==> src/qcwd_pkg.sv <==
// Package with constants for the quadrature clock watchdog.
package qcwd_pkg;
	localparam int          CNT_W        = 16;
	localparam int          DIV_RATIO    = 64;
	localparam int          DIV_W        = 6;
	localparam logic [5:0]  DIV_LAST     = 6'h3F;
	localparam logic [5:0]  DIV_RST      = 6'h00;
	localparam logic [15:0] CNT_RST      = 16'h0000;
	localparam logic [15:0] CNT_ONE      = 16'h0001;
	localparam logic [15:0] PERIOD_RST   = 16'h0000;
endpackage

==> src/qcwd_tick_div.sv <==
// Divider that turns the system clock into a one-in-64 tick pulse.
`timescale 1ns/1ps
module qcwd_tick_div #(
	parameter int RATIO = qcwd_pkg::DIV_RATIO
) (
	input  wire logic ref_clk,
	input  wire logic rst_n,
	output logic      tick
);
	logic [qcwd_pkg::DIV_W-1:0] div_ff;

	// The tick is a single-cycle enable so the counter stays on one clock.
	always_ff @(posedge ref_clk or negedge rst_n) begin
		if (!rst_n) begin
			div_ff <= qcwd_pkg::DIV_RST;
		end else if (div_ff == qcwd_pkg::DIV_W'(RATIO - 1)) begin
			div_ff <= qcwd_pkg::DIV_RST;
		end else begin
			div_ff <= div_ff + qcwd_pkg::DIV_W'(1);
		end
	end

	assign tick = (div_ff == qcwd_pkg::DIV_W'(RATIO - 1));
endmodule

==> src/qcwd_watchdog.sv <==
// Quadrature clock watchdog with programmable period and sticky timeout flag.
// Functional notes
// - A 16-bit counter supervises the quadrature clock to confirm motion continues.
// - The counter advances only on a tick of the system clock divided by 64.
// - Each quadrature clock pulse clears the counter to zero.
// - Counter reaching the period without a pulse sets the timeout flag.
// - Software programs the period; the counter is compared with the stored value.
`timescale 1ns/1ps
module qcwd_watchdog #(
	parameter int CNT_W = qcwd_pkg::CNT_W
) (
	input  wire logic             ref_clk,
	input  wire logic             rst_n,
	input  wire logic             qclk_pulse,
	input  wire logic             wd_enable,
	input  wire logic             period_wr,
	input  wire logic [CNT_W-1:0] period_wdata,
	input  wire logic             flag_clr,
	input  wire logic             irq_enable,
	output logic      [CNT_W-1:0] count_out,
	output logic      [CNT_W-1:0] period_out,
	output logic                  timeout_flag,
	output logic                  irq
);
	logic             tick;
	logic [CNT_W-1:0] cnt_ff;
	logic [CNT_W-1:0] period_ff;
	logic             flag_ff;
	logic             irq_ff;
	logic             match;
	logic [qcwd_pkg::DIV_W-1:0] gap_ff;

	qcwd_tick_div #(
		.RATIO(qcwd_pkg::DIV_RATIO)
	) u_div (
		.ref_clk(ref_clk),
		.rst_n  (rst_n),
		.tick   (tick)
	);

	always_ff @(posedge ref_clk or negedge rst_n) begin
		if (!rst_n) begin
			period_ff <= CNT_W'(qcwd_pkg::PERIOD_RST);
		end else if (period_wr) begin
			period_ff <= period_wdata;
		end
	end

	// A match needs no pulse, so a pulse in the same cycle restarts the interval instead of timing out.
	assign match = wd_enable && tick && !qclk_pulse && (cnt_ff == period_ff);

	always_ff @(posedge ref_clk or negedge rst_n) begin
		if (!rst_n) begin
			cnt_ff <= CNT_W'(qcwd_pkg::CNT_RST);
		end else if (!wd_enable || qclk_pulse) begin
			cnt_ff <= CNT_W'(qcwd_pkg::CNT_RST);
		end else if (match) begin
			cnt_ff <= CNT_W'(qcwd_pkg::CNT_RST);
		end else if (tick) begin
			cnt_ff <= cnt_ff + CNT_W'(qcwd_pkg::CNT_ONE);
		end
	end

	// Set wins over clear so a timeout in the clearing cycle is not lost.
	always_ff @(posedge ref_clk or negedge rst_n) begin
		if (!rst_n) begin
			flag_ff <= 1'b0;
		end else if (match) begin
			flag_ff <= 1'b1;
		end else if (flag_clr) begin
			flag_ff <= 1'b0;
		end
	end

	always_ff @(posedge ref_clk or negedge rst_n) begin
		if (!rst_n) begin
			irq_ff <= 1'b0;
		end else begin
			irq_ff <= irq_enable && (flag_ff || match);
		end
	end

	assign count_out    = cnt_ff;
	assign period_out   = period_ff;
	assign timeout_flag = flag_ff;
	assign irq          = irq_ff;

	// Cycles since the last tick, kept apart from the divider to check its spacing.
	always_ff @(posedge ref_clk or negedge rst_n) begin
		if (!rst_n) begin
			gap_ff <= qcwd_pkg::DIV_RST;
		end else if (tick) begin
			gap_ff <= qcwd_pkg::DIV_RST;
		end else begin
			gap_ff <= gap_ff + qcwd_pkg::DIV_W'(1);
		end
	end

	a_pulse_clears: assert property (
		@(posedge ref_clk) disable iff (!rst_n)
		qclk_pulse
		|=> (cnt_ff == '0)
	) else $error("Counter not cleared after quadrature pulse.");

	a_no_tick_hold: assert property (
		@(posedge ref_clk) disable iff (!rst_n)
		(!tick && !qclk_pulse && wd_enable)
		|=> $stable(cnt_ff)
	) else $error("Counter moved without a divider tick.");

	a_tick_step: assert property (
		@(posedge ref_clk) disable iff (!rst_n)
		(tick && wd_enable && !qclk_pulse && !match)
		|=> (cnt_ff == $past(cnt_ff) + CNT_W'(qcwd_pkg::CNT_ONE))
	) else $error("Counter did not step on tick.");

	a_tick_spacing: assert property (
		@(posedge ref_clk) disable iff (!rst_n)
		tick
		|=> !tick [*8]
	) else $error("Divider ticks too close together.");

	a_timeout_sets: assert property (
		@(posedge ref_clk) disable iff (!rst_n)
		match
		|=> flag_ff
	) else $error("Timeout flag not set on period match.");

	a_flag_sticky: assert property (
		@(posedge ref_clk) disable iff (!rst_n)
		(flag_ff && !flag_clr)
		|=> flag_ff
	) else $error("Timeout flag dropped without clear.");

	a_flag_cause: assert property (
		@(posedge ref_clk) disable iff (!rst_n)
		$rose(flag_ff)
		|-> $past(match)
	) else $error("Timeout flag rose without a match.");

	a_irq_gated: assert property (
		@(posedge ref_clk) disable iff (!rst_n)
		irq_ff
		|-> $past(irq_enable)
	) else $error("Interrupt raised while disabled.");

	a_irq_follows: assert property (
		@(posedge ref_clk) disable iff (!rst_n)
		(flag_ff && irq_enable)
		|=> irq_ff
	) else $error("Interrupt missing for enabled flag.");

	a_tick_gap: assert property (
		@(posedge ref_clk) disable iff (!rst_n)
		tick
		== (gap_ff == qcwd_pkg::DIV_LAST)
	) else $error("Divider tick not one in every divide ratio cycles.");

	a_count_moves: assert property (
		@(posedge ref_clk) disable iff (!rst_n)
		($changed(cnt_ff) && (cnt_ff != '0))
		|-> $past(tick)
	) else $error("Counter advanced without a divider tick.");

	a_count_off: assert property (
		@(posedge ref_clk) disable iff (!rst_n)
		!wd_enable
		|=> (cnt_ff == '0)
	) else $error("Counter not held at zero while disabled.");

	a_match_restart: assert property (
		@(posedge ref_clk) disable iff (!rst_n)
		match
		|=> (cnt_ff == '0)
	) else $error("Counter not restarted after timeout.");

	a_period_match: assert property (
		@(posedge ref_clk) disable iff (!rst_n)
		(wd_enable && tick && !qclk_pulse && (cnt_ff == period_ff))
		|=> (flag_ff && (cnt_ff == '0))
	) else $error("Counter equal to period on tick gave no timeout.");

	a_count_bound: assert property (
		@(posedge ref_clk) disable iff (!rst_n)
		((cnt_ff <= period_ff) && !period_wr)
		|=> (cnt_ff <= period_ff)
	) else $error("Counter ran past the stored period.");

	a_period_store: assert property (
		@(posedge ref_clk) disable iff (!rst_n)
		period_wr
		|=> (period_ff == $past(period_wdata))
	) else $error("Period write not stored.");

	a_period_hold: assert property (
		@(posedge ref_clk) disable iff (!rst_n)
		!period_wr
		|=> $stable(period_ff)
	) else $error("Stored period changed without a write.");

	a_flag_enable: assert property (
		@(posedge ref_clk) disable iff (!rst_n)
		$rose(flag_ff)
		|-> $past(wd_enable)
	) else $error("Timeout flag rose while the watchdog was off.");

	a_flag_clear: assert property (
		@(posedge ref_clk) disable iff (!rst_n)
		(flag_clr && !match)
		|=> !flag_ff
	) else $error("Timeout flag not cleared by clear strobe.");

	a_irq_rise: assert property (
		@(posedge ref_clk) disable iff (!rst_n)
		(match && irq_enable)
		|=> irq_ff
	) else $error("Interrupt missing after enabled timeout.");

	a_irq_quiet: assert property (
		@(posedge ref_clk) disable iff (!rst_n)
		(!flag_ff && !match)
		|=> !irq_ff
	) else $error("Interrupt raised without a timeout.");
endmodule

==> config.mk <==
export PLATFORM = sky130hd
export DESIGN_NAME = qcwd_watchdog
export DESIGN_NICKNAME = d
export VERILOG_FILES = /design/src/qcwd_pkg.sv /design/src/qcwd_tick_div.sv /design/src/qcwd_watchdog.sv
export SDC_FILE = /design/constraint.sdc
export NUM_CORES = 1
export LEC_CHECK = 0
export BUFFER_PORTS_ARGS = -buffer_cell sky130_fd_sc_hd__buf_2
export CORE_MARGIN = 4
export CORE_UTILIZATION = 52
export CTS_BUF_LIST = sky130_fd_sc_hd__clkbuf_16
export CTS_CLUSTER_SIZE = 30
export DETAILED_ROUTE_END_ITERATION = 6
export PLACE_DENSITY = 0.75
export SYNTH_ARGS = -nofsm -noshare
export SYNTH_HDL_FRONTEND = slang
export SYNTH_SLANG_ARGS = --single-unit
==> constraint.sdc <==
create_clock -name ref_clk -period 2.6 [get_ports ref_clk]
set_input_delay 0.39 -clock ref_clk [delete_from_list [all_inputs] [get_ports ref_clk]]
set_output_delay 0.39 -clock ref_clk [all_outputs]
set_load 0.02 [all_outputs]
==> impl_results.html, run 1 <==
<table>
<tr><th>Metric</th><th>Value</th></tr>
<tr><th colspan="2">Status</th></tr>
<tr><td>Status</td><td>completed</td></tr>
<tr><th colspan="2">Place</th></tr>
<tr><td>Number of buffer cells added on primary ports</td><td>56</td></tr>
<tr><td>Last weighted congestion value of the routability-driven placer</td><td>about 0.77</td></tr>
<tr><td>DP Area</td><td>2380 sq um</td></tr>
<tr><td>HPWL after detailed placement</td><td>3.38 mm</td></tr>
<tr><td>Worst Setup Slack post-DPL</td><td>just under 0.5 ns</td></tr>
<tr><th colspan="2">Timing</th></tr>
<tr><td>Maximum frequency from static timing analysis</td><td>between 0.4 and 0.5 GHz</td></tr>
<tr><td>Post-Route Setup TNS</td><td>0 ns</td></tr>
<tr><td>Max Transition Viols Final</td><td>0</td></tr>
<tr><td>Worst hold slack across all endpoints</td><td>approximately 0.24 ns</td></tr>
<tr><td>Final hold violation count</td><td>0</td></tr>
<tr><td>Part of the cycle the worst path needs</td><td>0.812</td></tr>
<tr><td>Skew final</td><td>between 0.007 and 0.008 ns</td></tr>
<tr><td>Headroom to the max-slew limit</td><td>0.405</td></tr>
<tr><td>Endpoints failing setup</td><td>0</td></tr>
<tr><td>Worst setup margin</td><td>slightly below 0.5 ns</td></tr>
<tr><td>Actual transition at the worst max-transition pin</td><td>between 0.8 and 0.9 ns</td></tr>
<tr><td>Unrepaired setup endpoints after global routing</td><td>false</td></tr>
<tr><td>Post-route minimum period</td><td>about 2.1 ns</td></tr>
<tr><th colspan="2">Logic synthesis</th></tr>
<tr><td>Post-synthesis cell count</td><td>between 150 and 200</td></tr>
<tr><td>Number of enable flip-flop cells after synthesis</td><td>0</td></tr>
<tr><td>Number of warnings issued by yosys</td><td>0</td></tr>
<tr><td>Total standard cell area after synthesis</td><td>between 2000 and 2500 sq um</td></tr>
<tr><td>Post-synth ARST share</td><td>1.00</td></tr>
<tr><td>Average cell area after synthesis</td><td>10.9 sq um</td></tr>
<tr><td>Post-synth cell types</td><td>41</td></tr>
<tr><td>Post-Synthesis Net Count</td><td>about 220</td></tr>
<tr><td>Sequential element share of the synthesized area</td><td>0.485</td></tr>
<tr><td>Dominant register cell in the synthesized netlist</td><td>sky130_fd_sc_hd__dfrtp_1</td></tr>
<tr><td>Number of register bits inferred by synthesis</td><td>40</td></tr>
<tr><th colspan="2">Power</th></tr>
<tr><td>Leakage dissipation</td><td>between 1 and 1.5 nW</td></tr>
<tr><td>Internal power consumption</td><td>approximately 1.1 mW</td></tr>
<tr><td>Part of the total power dissipated in the clock network</td><td>0.410</td></tr>
<tr><td>Flop pwr share</td><td>0.481</td></tr>
<tr><td>Combinational share of power</td><td>0.109</td></tr>
<tr><td>IR Drop Worst-Case VDD</td><td>approximately 420 uV</td></tr>
<tr><td>Switching share of power</td><td>0.241</td></tr>
<tr><td>Switching power</td><td>about 0.34 mW</td></tr>
<tr><td>Power density cells</td><td>~560 nW/um^2</td></tr>
<tr><th colspan="2">Setup path</th></tr>
<tr><td>Capturing point of the worst reg2reg path</td><td>count_out[14]</td></tr>
<tr><td>Register-to-register path setup slack</td><td>about 0.49 ns</td></tr>
<tr><td>Critical path peak fanout</td><td>7</td></tr>
<tr><td>Kind of critical path</td><td>reg2reg</td></tr>
<tr><td>Crit path launch type</td><td>flop</td></tr>
<tr><td>Setup crit end kind</td><td>flop</td></tr>
<tr><td>Data arrival time of the worst path</td><td>about 2.3 ns</td></tr>
<tr><td>RR Startpoint</td><td>count_out[0]</td></tr>
<tr><td>Number of cells on the worst reg-to-reg path</td><td>6</td></tr>
<tr><td>Worst EP required</td><td>between 2 and 3 ns</td></tr>
<tr><th colspan="2">Drt</th></tr>
<tr><td>Highest metal layer used by the detailed router</td><td>met4</td></tr>
<tr><td>Met2 wire len</td><td>2.12 mm</td></tr>
<tr><td>Wirelength per Cell</td><td>15.9 microns</td></tr>
<tr><td>Met3 WL</td><td>around 370 microns</td></tr>
<tr><td>Initial detailed-routing violation count</td><td>around 120</td></tr>
<tr><td>Via density</td><td>5.88</td></tr>
<tr><td>Wl on met1</td><td>2.18 mm</td></tr>
<tr><td>Remaining antenna violation count</td><td>0</td></tr>
<tr><td>Remaining DRCs</td><td>0</td></tr>
<tr><td>Number of iterations in the first detailed-routing pass</td><td>4</td></tr>
<tr><td>Routed WL</td><td>4.71 mm</td></tr>
<tr><td>Via count</td><td>between 1500 and 2000</td></tr>
<tr><th colspan="2">Clocking</th></tr>
<tr><td>Post-CTS Resized</td><td>0</td></tr>
<tr><td>Clk buf depth</td><td>2</td></tr>
<tr><td>Post-CTS setup buffers</td><td>0</td></tr>
<tr><td>TritonCTS clock tree</td><td>built</td></tr>
<tr><td>Cts hold-fix bufs</td><td>0</td></tr>
<tr><td>Clock network latency to the later pin of the worst-skew pair</td><td>roughly 0.28 ns</td></tr>
<tr><td>Clock-pin slew on the worst setup and hold paths</td><td>approximately 0.060 ns</td></tr>
<tr><td>Root buffer cell</td><td>sky130_fd_sc_hd__clkbuf_16</td></tr>
<tr><td>Number of H-tree branching levels</td><td>2</td></tr>
<tr><td>Clock buffer count from CTS</td><td>5</td></tr>
<tr><td>Clock tree sinks</td><td>40</td></tr>
<tr><th colspan="2">GRT</th></tr>
<tr><td>Overflow left after global routing</td><td>0</td></tr>
<tr><td>Total global-route track usage</td><td>0.200</td></tr>
<tr><td>Maximum number of pins on one net before global-route repair</td><td>slightly above 40</td></tr>
<tr><td>Via count of the first global-routing pass</td><td>1646</td></tr>
<tr><td>Number of antenna violations at the first check in global routing</td><td>0</td></tr>
<tr><td>First-pass GRT wire length</td><td>between 8 and 9 mm</td></tr>
<tr><th colspan="2">Cells and area</th></tr>
<tr><td>Synthesis-to-layout area growth</td><td>22.1%</td></tr>
<tr><td>Total non-filler cell area in the finished layout</td><td>~2500 sq um</td></tr>
<tr><td>Layout cell share with drive strength beyond 1</td><td>0.363</td></tr>
<tr><td>Number of nets in the layout</td><td>roughly 270</td></tr>
<tr><td># diodes</td><td>0</td></tr>
<tr><th colspan="2">Die</th></tr>
<tr><td>Floorplan die area</td><td>5040 sq um</td></tr>
<tr><td>Count of standard-cell rows</td><td>22</td></tr>
<tr><td>Die X</td><td>between 70 and 80 microns</td></tr>
<tr><td>Vertical extent of the die</td><td>71.0 microns</td></tr>
<tr><td>Initial core utilization</td><td>0.551</td></tr>
<tr><td>Total I/O pin count</td><td>57</td></tr>
<tr><td>Placeable core region</td><td>~3700 sq um</td></tr>
<tr><th colspan="2">Flow run</th></tr>
<tr><td>Max-cap violations</td><td>0</td></tr>
<tr><th colspan="2">Worst hold path</th></tr>
<tr><td>Hold WC Path Type</td><td>in2async</td></tr>
</table>
## kinds of logic (layout without fill, tap and decap cells)
family                     after synthesis  after routing  share of synthesized area
AOI/OAI and AO/OA                       30             30                      0.110
xor gates and xnor gates                19             19                     0.0807
adders and majority gates                2              2                     0.0121
buffers and inverters                   16             74                     0.0388
DFF                                     40             40                      0.485
muxes                                   16             16                     0.0874
and+or+nand+nor                         67             67                      0.186
## worst max-delay path, stage by stage, from the launching register on
cell and delay [ns]:
sky130_fd_sc_hd__dfrtp_1 0.46, sky130_fd_sc_hd__ha_1 0.27, sky130_fd_sc_hd__nand3_4 0.09, sky130_fd_sc_hd__or4_4 0.56, sky130_fd_sc_hd__or3_4 0.40, sky130_fd_sc_hd__nand4_1 0.11
sky130_fd_sc_hd__o311ai_2 0.10
## layer usage
layer | vias up | track usage
li1 | 825 | -
met1 | 841 | 0.282
met2 | 67 | 0.304
met3 | 6 | 0.0625
met4 | 0 | 0.0438
met5 | - | 0
## synth_stat cells, types with 2 or more instances
cell type	n	area share
sky130_fd_sc_hd__nor2_1	4	0.0073
sky130_fd_sc_hd__buf_4	2	0.0073
sky130_fd_sc_hd__mux2_2	16	0.087
sky130_fd_sc_hd__o311a_1	3	0.015
sky130_fd_sc_hd__clkbuf_1	3	0.0055
sky130_fd_sc_hd__nand4_1	12	0.036
sky130_fd_sc_hd__or4_1	2	0.0073
sky130_fd_sc_hd__o22ai_1	3	0.0091
sky130_fd_sc_hd__a31oi_1	3	0.0091
sky130_fd_sc_hd__ha_1	2	0.012
sky130_fd_sc_hd__a21oi_1	3	0.0073
sky130_fd_sc_hd__a22oi_1	3	0.011
sky130_fd_sc_hd__inv_1	5	0.0091
sky130_fd_sc_hd__o21ai_0	4	0.0097
sky130_fd_sc_hd__nand2_1	18	0.033
sky130_fd_sc_hd__nand3_1	11	0.027
sky130_fd_sc_hd__and3_1	5	0.015
sky130_fd_sc_hd__o311ai_0	6	0.025
sky130_fd_sc_hd__dfrtp_1	40	0.49
sky130_fd_sc_hd__xor2_1	18	0.076
sky130_fd_sc_hd__nor4_1	4	0.012
sky130_fd_sc_hd__nand2b_1	2	0.0061
sky130_fd_sc_hd__buf_2	3	0.0073
## power by group through the flow
stage                     logic (mW)  clock network (mW)  registers (mW)
after global routing           0.166               0.621           0.677
after global placement         0.152                   0           0.684
after detailed placement       0.153                   0           0.684
after CTS                      0.155               0.585           0.673
after floorplan               0.0567                   0           0.711
final                          0.152               0.573           0.673
## worst max-delay path by stage
stage,startpoint,endpoint,slack (ns),depth (start not counted)
after floorplan,count_out[0],count_out[14],0.45,6
after global placement,count_out[0],count_out[14],0.53,6
final,count_out[0],count_out[14],0.49,6
after CTS,count_out[0],count_out[14],0.49,6
after global routing,count_out[0],count_out[14],0.40,6
after detailed placement,count_out[0],count_out[14],0.50,6
## metrics by stage
step | util | total power, mW | cells
3_5_place_dp | 0.635 | 0.838 | 288
3_3_place_gp | 0.635 | 0.835 | 288
5_1_grt | 0.673 | 1.46 | 296
4_1_cts | 0.673 | 1.41 | 296
6_report | 0.673 | 1.40 | 296
2_1_floorplan | - | 0.768 | 190
## state kept, by name, indices dropped and copies added (netlist names)
name          cells
period_out       16
irq               1
u_div.div_ff      6
timeout_flag      1
count_out        16
## layout by cell type, fill, tap and decap left out, drive strengths merged, types with 4 or more instances in the layout
cell,synthesis,layout
clkbuf,4,5
nand4,13,13
buf,7,61
mux2,16,16
dfrtp,40,40
nand2,18,18
nor2,4,4
and3,5,5
o21ai,4,4
inv,5,6
nand3,13,13
xor2,18,18
nor4,4,4
o311ai,8,8
## layout make-up
cell class                 instances  area, sq um
tap                               48         60.1
timing repair buffer              61          318
clock inverter                     3         15.0
sequential                        40         1000
clock buffer                       5          125
multi-input combinational        134          981
inverter                           5         18.8
fill                             306         1220
No activity file was read; power rests on OpenSTA's default activity.
==> run 2: changes to the inputs <==
==> constraint.sdc (replaced) <==
create_clock -name ref_clk -period 2.1 [get_ports ref_clk]
set_input_delay 0.315 -clock ref_clk [delete_from_list [all_inputs] [get_ports ref_clk]]
set_output_delay 0.315 -clock ref_clk [all_outputs]
set_load 0.02 [all_outputs]
==> run 2 against run 1 <==
First-iteration DRC count grew 33%; highest routed layer unchanged; clock skew about the same; global-route usage rose by 0.58 points; die area stayed put; critical path type unchanged; utilization grew 3.4 points; sequential power rose by 24%; fmax rose by 5.6%; register-to-register slack got worse by 0.39 ns; power up 35%; critical endpoint unchanged; flip-flop and latch count unchanged; worst setup slack worse by 0.39 ns.
==> impl_results.html, run 2 (same netlist as run 1, synthesis figures left out) <==
<table>
<tr><th>Metric</th><th>Value</th></tr>
<tr><th colspan="2">Die</th></tr>
<tr><td>Count of standard-cell rows</td><td>22 (unchanged)</td></tr>
<tr><td>Initial core utilization</td><td>0.551 (unchanged)</td></tr>
<tr><td>Vertical extent of the die</td><td>71.0 microns (unchanged)</td></tr>
<tr><td>Placeable core region</td><td>3740 sq um (unchanged)</td></tr>
<tr><td>Total I/O pin count</td><td>57 (unchanged)</td></tr>
<tr><td>Die X</td><td>71.0 microns (unchanged)</td></tr>
<tr><td>Floorplan die area</td><td>5040 sq um (unchanged)</td></tr>
<tr><th colspan="2">Setup path</th></tr>
<tr><td>RR Startpoint</td><td>count_out[0]</td></tr>
<tr><td>Crit path launch type</td><td>flop</td></tr>
<tr><td>Worst EP required</td><td>2.26 ns (-0.49 ns)</td></tr>
<tr><td>Register-to-register path setup slack</td><td>0.10 ns (-0.39 ns)</td></tr>
<tr><td>Capturing point of the worst reg2reg path</td><td>count_out[14]</td></tr>
<tr><td>Data arrival time of the worst path</td><td>2.16 ns (-0.10 ns)</td></tr>
<tr><td>Number of cells on the worst reg-to-reg path</td><td>6 (unchanged)</td></tr>
<tr><td>Critical path peak fanout</td><td>7 (unchanged)</td></tr>
<tr><td>Kind of critical path</td><td>reg2reg</td></tr>
<tr><td>Setup crit end kind</td><td>flop</td></tr>
<tr><th colspan="2">Clocking</th></tr>
<tr><td>TritonCTS clock tree</td><td>built</td></tr>
<tr><td>Number of H-tree branching levels</td><td>2 (unchanged)</td></tr>
<tr><td>Cts hold-fix bufs</td><td>0 (unchanged)</td></tr>
<tr><td>Clock-pin slew on the worst setup and hold paths</td><td>0.06 ns (about the same)</td></tr>
<tr><td>Post-CTS setup buffers</td><td>0 (unchanged)</td></tr>
<tr><td>Clk buf depth</td><td>2 (unchanged)</td></tr>
<tr><td>Root buffer cell</td><td>sky130_fd_sc_hd__clkbuf_16</td></tr>
<tr><td>Clock network latency to the later pin of the worst-skew pair</td><td>0.29 ns (about the same)</td></tr>
<tr><td>Clock tree sinks</td><td>40 (unchanged)</td></tr>
<tr><td>Clock buffer count from CTS</td><td>5 (unchanged)</td></tr>
<tr><th colspan="2">Drt</th></tr>
<tr><td>Wirelength per Cell</td><td>15.8 microns (-0.80%)</td></tr>
<tr><td>Initial detailed-routing violation count</td><td>154 (+33%)</td></tr>
<tr><td>Via density</td><td>5.72 (-2.6%)</td></tr>
<tr><td>Routed WL</td><td>4.84 mm (+2.9%)</td></tr>
<tr><td>Remaining antenna violation count</td><td>0 (unchanged)</td></tr>
<tr><td>Via count</td><td>1756 (+0.98%)</td></tr>
<tr><td>Number of iterations in the first detailed-routing pass</td><td>4 (unchanged)</td></tr>
<tr><td>Remaining DRCs</td><td>0 (unchanged)</td></tr>
<tr><th colspan="2">Cells and area</th></tr>
<tr><td>Commonest non-fill, non-tap cell in the layout</td><td>sky130_fd_sc_hd__buf_2</td></tr>
<tr><td>Number of nets in the layout</td><td>283 (+4.0%)</td></tr>
<tr><td># diodes</td><td>0 (unchanged)</td></tr>
<tr><td>Synthesis-to-layout area growth</td><td>28.3%</td></tr>
<tr><td>Final cell count without fillers</td><td>307 (+3.7%)</td></tr>
<tr><td>Commonest cells after routing, fill and taps aside</td><td>sky130_fd_sc_hd__buf_2, sky130_fd_sc_hd__dfrtp_1, sky130_fd_sc_hd__xor2_1, sky130_fd_sc_hd__nand2_1</td></tr>
<tr><td>Layout cell share with drive strength beyond 1</td><td>0.409 (+0.0464)</td></tr>
<tr><th colspan="2">Timing</th></tr>
<tr><td>Maximum frequency from static timing analysis</td><td>0.500 GHz (+5.6%)</td></tr>
<tr><td>Final hold violation count</td><td>0 (unchanged)</td></tr>
<tr><td>Unrepaired setup endpoints after global routing</td><td>false</td></tr>
<tr><td>Post-Route Setup TNS</td><td>0 ns (unchanged)</td></tr>
<tr><td>Endpoints failing setup</td><td>0 (unchanged)</td></tr>
<tr><td>Worst hold slack across all endpoints</td><td>0.0721 ns (-0.165 ns)</td></tr>
<tr><td>Max Transition Viols Final</td><td>0 (unchanged)</td></tr>
<tr><td>Actual transition at the worst max-transition pin</td><td>0.579 ns (-0.313 ns)</td></tr>
<tr><td>Part of the cycle the worst path needs</td><td>0.952 (+0.140)</td></tr>
<tr><td>Skew final</td><td>0.00737 ns (+0.000188 ns)</td></tr>
<tr><td>Headroom to the max-slew limit</td><td>0.614 (+0.208)</td></tr>
<tr><td>Post-route minimum period</td><td>2.00 ns (-0.113 ns)</td></tr>
<tr><th colspan="2">Worst hold path</th></tr>
<tr><td>Hold WC Path Type</td><td>in2async</td></tr>
<tr><th colspan="2">Power</th></tr>
<tr><td>Power density cells</td><td>712 nW/um^2 (+28%)</td></tr>
<tr><td>Leakage dissipation</td><td>1.24 nW (+5.5%)</td></tr>
<tr><td>IR Drop Worst-Case VDD</td><td>583 uV (+38%)</td></tr>
<tr><th colspan="2">GRT</th></tr>
<tr><td>Maximum number of pins on one net before global-route repair</td><td>41 (unchanged)</td></tr>
<tr><td>Via count of the first global-routing pass</td><td>1697 (+3.1%)</td></tr>
<tr><td>Overflow left after global routing</td><td>0 (unchanged)</td></tr>
<tr><td>First-pass GRT wire length</td><td>8.09 mm (+0.86%)</td></tr>
<tr><td>Number of antenna violations at the first check in global routing</td><td>0 (unchanged)</td></tr>
<tr><td>Total global-route track usage</td><td>0.205 (+0.00585)</td></tr>
<tr><th colspan="2">Place</th></tr>
<tr><td>Number of buffer cells added on primary ports</td><td>56 (unchanged)</td></tr>
<tr><td>Number of placed cells counting well taps</td><td>299 (+3.8%)</td></tr>
<tr><td>Last weighted congestion value of the routability-driven placer</td><td>0.831 (+7.9%)</td></tr>
<tr><td>HPWL after detailed placement</td><td>3.41 mm (+0.83%)</td></tr>
<tr><th colspan="2">Status</th></tr>
<tr><td>Status</td><td>completed</td></tr>
<tr><th colspan="2">Flow run</th></tr>
<tr><td>Max-cap violations</td><td>0 (unchanged)</td></tr>
</table>
run 2: worst max path at each step:
| stage | from | end | slack (ns) | cells after the start |
|---|---|---|---|---|
| after floorplan | count_out[0] | count_out[14] | 0.04 | 6 |
| after global placement | count_out[0] | count_out[14] | 0.08 | 6 |
| after detailed placement | count_out[0] | count_out[14] | 0.05 | 6 |
| after CTS | count_out[0] | count_out[14] | 0.03 | 6 |
| after global routing | count_out[0] | count_out[14] | 0.03 | 6 |
| final | count_out[0] | count_out[14] | 0.10 | 6 |
run 2: timing repair:
action | 4_1_cts | 5_1_grt
hold endpoints to repair | 0 | 0
endpoints found under the setup margin | 0 | 3
gates resized for setup | 0 | 3
run 2: layer usage:
| layer | up-vias | part of all wire | global-route usage |
|---|---|---|---|
| met3 | 8 | 0.078 | 0.0469 |
| met5 | - | 0 | 0 |
| met2 | 69 | 0.45 | 0.291 |
| li1 | 842 | - | - |
| met1 | 837 | 0.46 | 0.303 |
| met4 | 0 | 0.015 | 0.0835 |
run 2: cell type report:
cell class              count  area (sq um)
flip-flops and latches     40          1000
multi-input cells         134           996
clock buffers               5           125
clock inverters             3          42.5
inverters                   5          18.8
well taps                  48          60.1
fillers                   297          1100
repair buffers             72           400
run 2: through the flow:
stage	worst slack [ns]	total power, mW	area, sq um	utilization
after CTS	0.0318	1.90	2630	0.703
after floorplan	0.0433	0.951	2060	-
after detailed placement	0.0475	1.03	2460	0.658
after global placement	0.0842	1.03	2460	0.658
final	0.101	1.88	2650	0.707
after global routing	0.0326	1.95	2650	0.707
run 2: report_power, final:
group	switching, mW	internal (mW)
sequential	0.0310	0.802
combinational	0.105	0.0818
clock	0.306	0.558
run 2: worst max-delay path, cell delays in order (launching register included):
cell,delay [ns]
sky130_fd_sc_hd__dfrtp_2,0.44
sky130_fd_sc_hd__ha_4,0.17
sky130_fd_sc_hd__nand3_4,0.08
sky130_fd_sc_hd__or4_4,0.57
sky130_fd_sc_hd__or3_4,0.41
sky130_fd_sc_hd__nand4_1,0.11
sky130_fd_sc_hd__o311ai_2,0.10
==> run 3: changes to the inputs <==
==> constraint.sdc (replaced) <==
create_clock -name ref_clk -period 2.1 [get_ports ref_clk]
set_input_delay 0.525 -clock ref_clk [delete_from_list [all_inputs] [get_ports ref_clk]]
set_output_delay 0.525 -clock ref_clk [all_outputs]
set_load 0.02 [all_outputs]
==> run 3 against run 2 <==
Cell count increased by 0.65%; fmax decreased by 0.60%; worst setup slack lost 0.012 ns; die area is the same; critical path type unchanged; largest cell class unchanged; largest power group is now registers.
==> impl_results.html, run 3 (same netlist as run 1, synthesis figures left out) <==
<table>
<tr><th>Metric</th><th>Value</th></tr>
<tr><th colspan="2">Setup path</th></tr>
<tr><td>RR Startpoint</td><td>count_out[0]</td></tr>
<tr><td>Capturing point of the worst reg2reg path</td><td>count_out[14]</td></tr>
<tr><td>Setup crit end kind</td><td>flop</td></tr>
<tr><td>Critical path peak fanout</td><td>6 (-1)</td></tr>
<tr><td>Data arrival time of the worst path</td><td>2.16 ns (about the same)</td></tr>
<tr><td>Crit path launch type</td><td>flop</td></tr>
<tr><td>Kind of critical path</td><td>reg2reg</td></tr>
<tr><td>Capture point of the worst path</td><td>count_out[14]</td></tr>
<tr><td>Number of cells on the worst reg-to-reg path</td><td>6 (unchanged)</td></tr>
<tr><td>Worst setup startpoint</td><td>count_out[0]</td></tr>
<tr><td>Register-to-register path setup slack</td><td>0.09 ns (about the same)</td></tr>
<tr><td>Worst EP required</td><td>2.25 ns (about the same)</td></tr>
<tr><th colspan="2">Cells and area</th></tr>
<tr><td>Final core utilization</td><td>0.703 (-0.00434)</td></tr>
<tr><td>Commonest non-fill, non-tap cell in the layout</td><td>sky130_fd_sc_hd__buf_2</td></tr>
<tr><td>Area of the multi-input gates</td><td>996 sq um (unchanged)</td></tr>
<tr><td>Synthesis-to-layout area growth</td><td>27.5%</td></tr>
<tr><td>Total non-filler cell area in the finished layout</td><td>2630 sq um (-0.61%)</td></tr>
<tr><td># diodes</td><td>0 (unchanged)</td></tr>
<tr><td>Layout cell share with drive strength beyond 1</td><td>0.406 (-0.00314)</td></tr>
<tr><td>Register area</td><td>1000 sq um (unchanged)</td></tr>
<tr><td>Layout fillers</td><td>302 (+1.7%)</td></tr>
<tr><td>Number of nets in the layout</td><td>285 (+0.71%)</td></tr>
<tr><td>Commonest cells after routing, fill and taps aside</td><td>sky130_fd_sc_hd__buf_2, sky130_fd_sc_hd__dfrtp_1, sky130_fd_sc_hd__xor2_1, sky130_fd_sc_hd__nand2_1, sky130_fd_sc_hd__buf_4</td></tr>
<tr><th colspan="2">GRT</th></tr>
<tr><td>Via count of the first global-routing pass</td><td>1730 (+1.9%)</td></tr>
<tr><td>First-pass GRT wire length</td><td>8.50 mm (+5.0%)</td></tr>
<tr><td>Routing usage on met3</td><td>0.0710 (+0.0241)</td></tr>
<tr><td>Met2 track utilization from global routing</td><td>0.308 (+0.0165)</td></tr>
<tr><td>Number of antenna violations at the first check in global routing</td><td>0 (unchanged)</td></tr>
<tr><td>Total global-route track usage</td><td>0.210 (+0.00465)</td></tr>
<tr><td>Overflow left after global routing</td><td>0 (unchanged)</td></tr>
<tr><td>Maximum number of pins on one net before global-route repair</td><td>27 (-34%)</td></tr>
<tr><td>Global route hottest layer</td><td>met2</td></tr>
<tr><td>Met1 demand-to-capacity share in global routing</td><td>0.289 (-0.0133)</td></tr>
<tr><th colspan="2">Clocking</th></tr>
<tr><td>Clock tree sinks</td><td>40 (unchanged)</td></tr>
<tr><td>Clock network latency to the later pin of the worst-skew pair</td><td>0.28 ns (about the same)</td></tr>
<tr><td>TritonCTS clock tree</td><td>built</td></tr>
<tr><td>Root buffer cell</td><td>sky130_fd_sc_hd__clkbuf_16</td></tr>
<tr><td>Clock-pin slew on the worst setup and hold paths</td><td>0.06 ns (about the same)</td></tr>
<tr><td>Clock buffer count from CTS</td><td>5 (unchanged)</td></tr>
<tr><td>Number of H-tree branching levels</td><td>2 (unchanged)</td></tr>
<tr><td>Clk buf depth</td><td>2 (unchanged)</td></tr>
<tr><th colspan="2">Timing</th></tr>
<tr><td>Post-Route Setup TNS</td><td>0 ns (unchanged)</td></tr>
<tr><td>Skew final</td><td>0.00522 ns (-0.00216 ns)</td></tr>
<tr><td>Part of the cycle the worst path needs</td><td>0.958 (+0.00579)</td></tr>
<tr><td>Endpoints failing setup</td><td>0 (unchanged)</td></tr>
<tr><td>Post-route minimum period</td><td>2.01 ns (+0.0122 ns)</td></tr>
<tr><td>Headroom to the max-slew limit</td><td>0.611 (-0.00237)</td></tr>
<tr><td>Actual transition at the worst max-transition pin</td><td>0.583 ns (+0.00355 ns)</td></tr>
<tr><td>Worst hold slack across all endpoints</td><td>0.237 ns (+0.165 ns)</td></tr>
<tr><td>Unrepaired setup endpoints after global routing</td><td>false</td></tr>
<tr><td>Final hold violation count</td><td>0 (unchanged)</td></tr>
<tr><td>Max Transition Viols Final</td><td>0 (unchanged)</td></tr>
<tr><td>Maximum frequency from static timing analysis</td><td>0.497 GHz (-0.60%)</td></tr>
<tr><th colspan="2">Drt</th></tr>
<tr><td>Via density</td><td>5.91 (+3.3%)</td></tr>
<tr><td>Remaining DRCs</td><td>0 (unchanged)</td></tr>
<tr><td>Number of iterations in the first detailed-routing pass</td><td>7 (+3)</td></tr>
<tr><td>Remaining antenna violation count</td><td>0 (unchanged)</td></tr>
<tr><td>Initial detailed-routing violation count</td><td>153 (-0.65%)</td></tr>
<tr><td>Routed WL</td><td>5.14 mm (+6.2%)</td></tr>
<tr><td>Via count</td><td>1825 (+3.9%)</td></tr>
<tr><td>Wirelength per Cell</td><td>16.6 microns (+5.5%)</td></tr>
<tr><th colspan="2">Status</th></tr>
<tr><td>Status</td><td>completed</td></tr>
<tr><th colspan="2">Die</th></tr>
<tr><td>Floorplan die area</td><td>5040 sq um (unchanged)</td></tr>
<tr><td>Placeable core region</td><td>3740 sq um (unchanged)</td></tr>
<tr><td>Die X</td><td>71.0 microns (unchanged)</td></tr>
<tr><td>Initial core utilization</td><td>0.551 (unchanged)</td></tr>
<tr><td>Count of standard-cell rows</td><td>22 (unchanged)</td></tr>
<tr><td>Total I/O pin count</td><td>57 (unchanged)</td></tr>
<tr><td>Vertical extent of the die</td><td>71.0 microns (unchanged)</td></tr>
<tr><th colspan="2">Power</th></tr>
<tr><td>Leakage dissipation</td><td>1.24 nW (+0.27%)</td></tr>
<tr><td>Power density cells</td><td>658 nW/um^2 (-7.6%)</td></tr>
<tr><td>IR Drop Worst-Case VDD</td><td>405 uV (-31%)</td></tr>
<tr><td>Power Total</td><td>1.73 mW (-8.1%)</td></tr>
<tr><th colspan="2">Place</th></tr>
<tr><td>DP Area</td><td>2470 sq um (+0.30%)</td></tr>
<tr><td>Last weighted congestion value of the routability-driven placer</td><td>0.826 (-0.61%)</td></tr>
<tr><td>Number of buffer cells added on primary ports</td><td>56 (unchanged)</td></tr>
<tr><td>HPWL after detailed placement</td><td>3.71 mm (+8.8%)</td></tr>
<tr><th colspan="2">Worst hold path</th></tr>
<tr><td>Hold WC Path Type</td><td>in2async</td></tr>
<tr><th colspan="2">Flow run</th></tr>
<tr><td>Max-cap violations</td><td>0 (unchanged)</td></tr>
</table>
run 3: changes by cell type in the layout (fill, tap and decap cells not counted), sizes merged:
| cell | before | now |
|---|---|---|
| buf | 72 | 74 |
| inv | 5 | 7 |
| clkinv | 2 | 1 |
| bufinv | 1 | 0 |
run 3: routing by layer:
layer | vias to the layer above | share of wire | wire, microns
met5 | - | 0 | 0
met4 | 0 | 0.022 | 114
met3 | 13 | 0.092 | 475
met2 | 93 | 0.45 | 2290
met1 | 865 | 0.44 | 2260
li1 | 854 | - | -
run 3: timing repair:
action	in CTS	in global routing
setup endpoints to repair	0	14
hold buffers	0	0
hold endpoints to repair	0	0
resized for setup	0	3
setup buffers	0	1
run 3: layout make-up:
cell class | instances | share of cell area
multi-input cells | 134 | 0.379
repair buffers | 74 | 0.158
inverters | 5 | 0.00714
flip-flops and latches | 40 | 0.382
well taps | 48 | 0.0228
clock inverters | 3 | 0.00428
clock buffers | 5 | 0.0476
run 3: how the worst min path moves through the flow:
stage                 startpoint            end  slack (ns)  cells after the start
CTS                        rst_n   count_out[8]        0.26                      1
detailed placement  timeout_flag   timeout_flag        0.50                      1
floorplan                  rst_n   count_out[0]        0.23                      0
global placement    timeout_flag   timeout_flag        0.48                      1
global route               rst_n  count_out[12]        0.29                      1
finish                     rst_n  count_out[12]        0.24                      1
run 3: report_power, final:
part	total [mW]	switching, mW	internal, mW
Combinational	0.188	0.106	0.0818
Sequential	0.833	0.0304	0.802
Clock	0.710	0.283	0.427
Total	1.73	0.420	1.31
run 3: worst max-delay path: stages (launching register included):
cell                       delay, ns
sky130_fd_sc_hd__dfrtp_2        0.44
sky130_fd_sc_hd__ha_4           0.17
sky130_fd_sc_hd__nand3_4        0.08
sky130_fd_sc_hd__or4_4          0.56
sky130_fd_sc_hd__or3_4          0.41
sky130_fd_sc_hd__nand4_1        0.11
sky130_fd_sc_hd__o311ai_2       0.11
run 3: stage by stage:
stage | worst slack [ns] | std cells
after global placement | 0.0714 | 300
final | 0.0892 | 309
after global routing | 0.0133 | 309
after floorplan | 0.0433 | 190
after CTS | 0.00240 | 308
after detailed placement | 0.00709 | 300
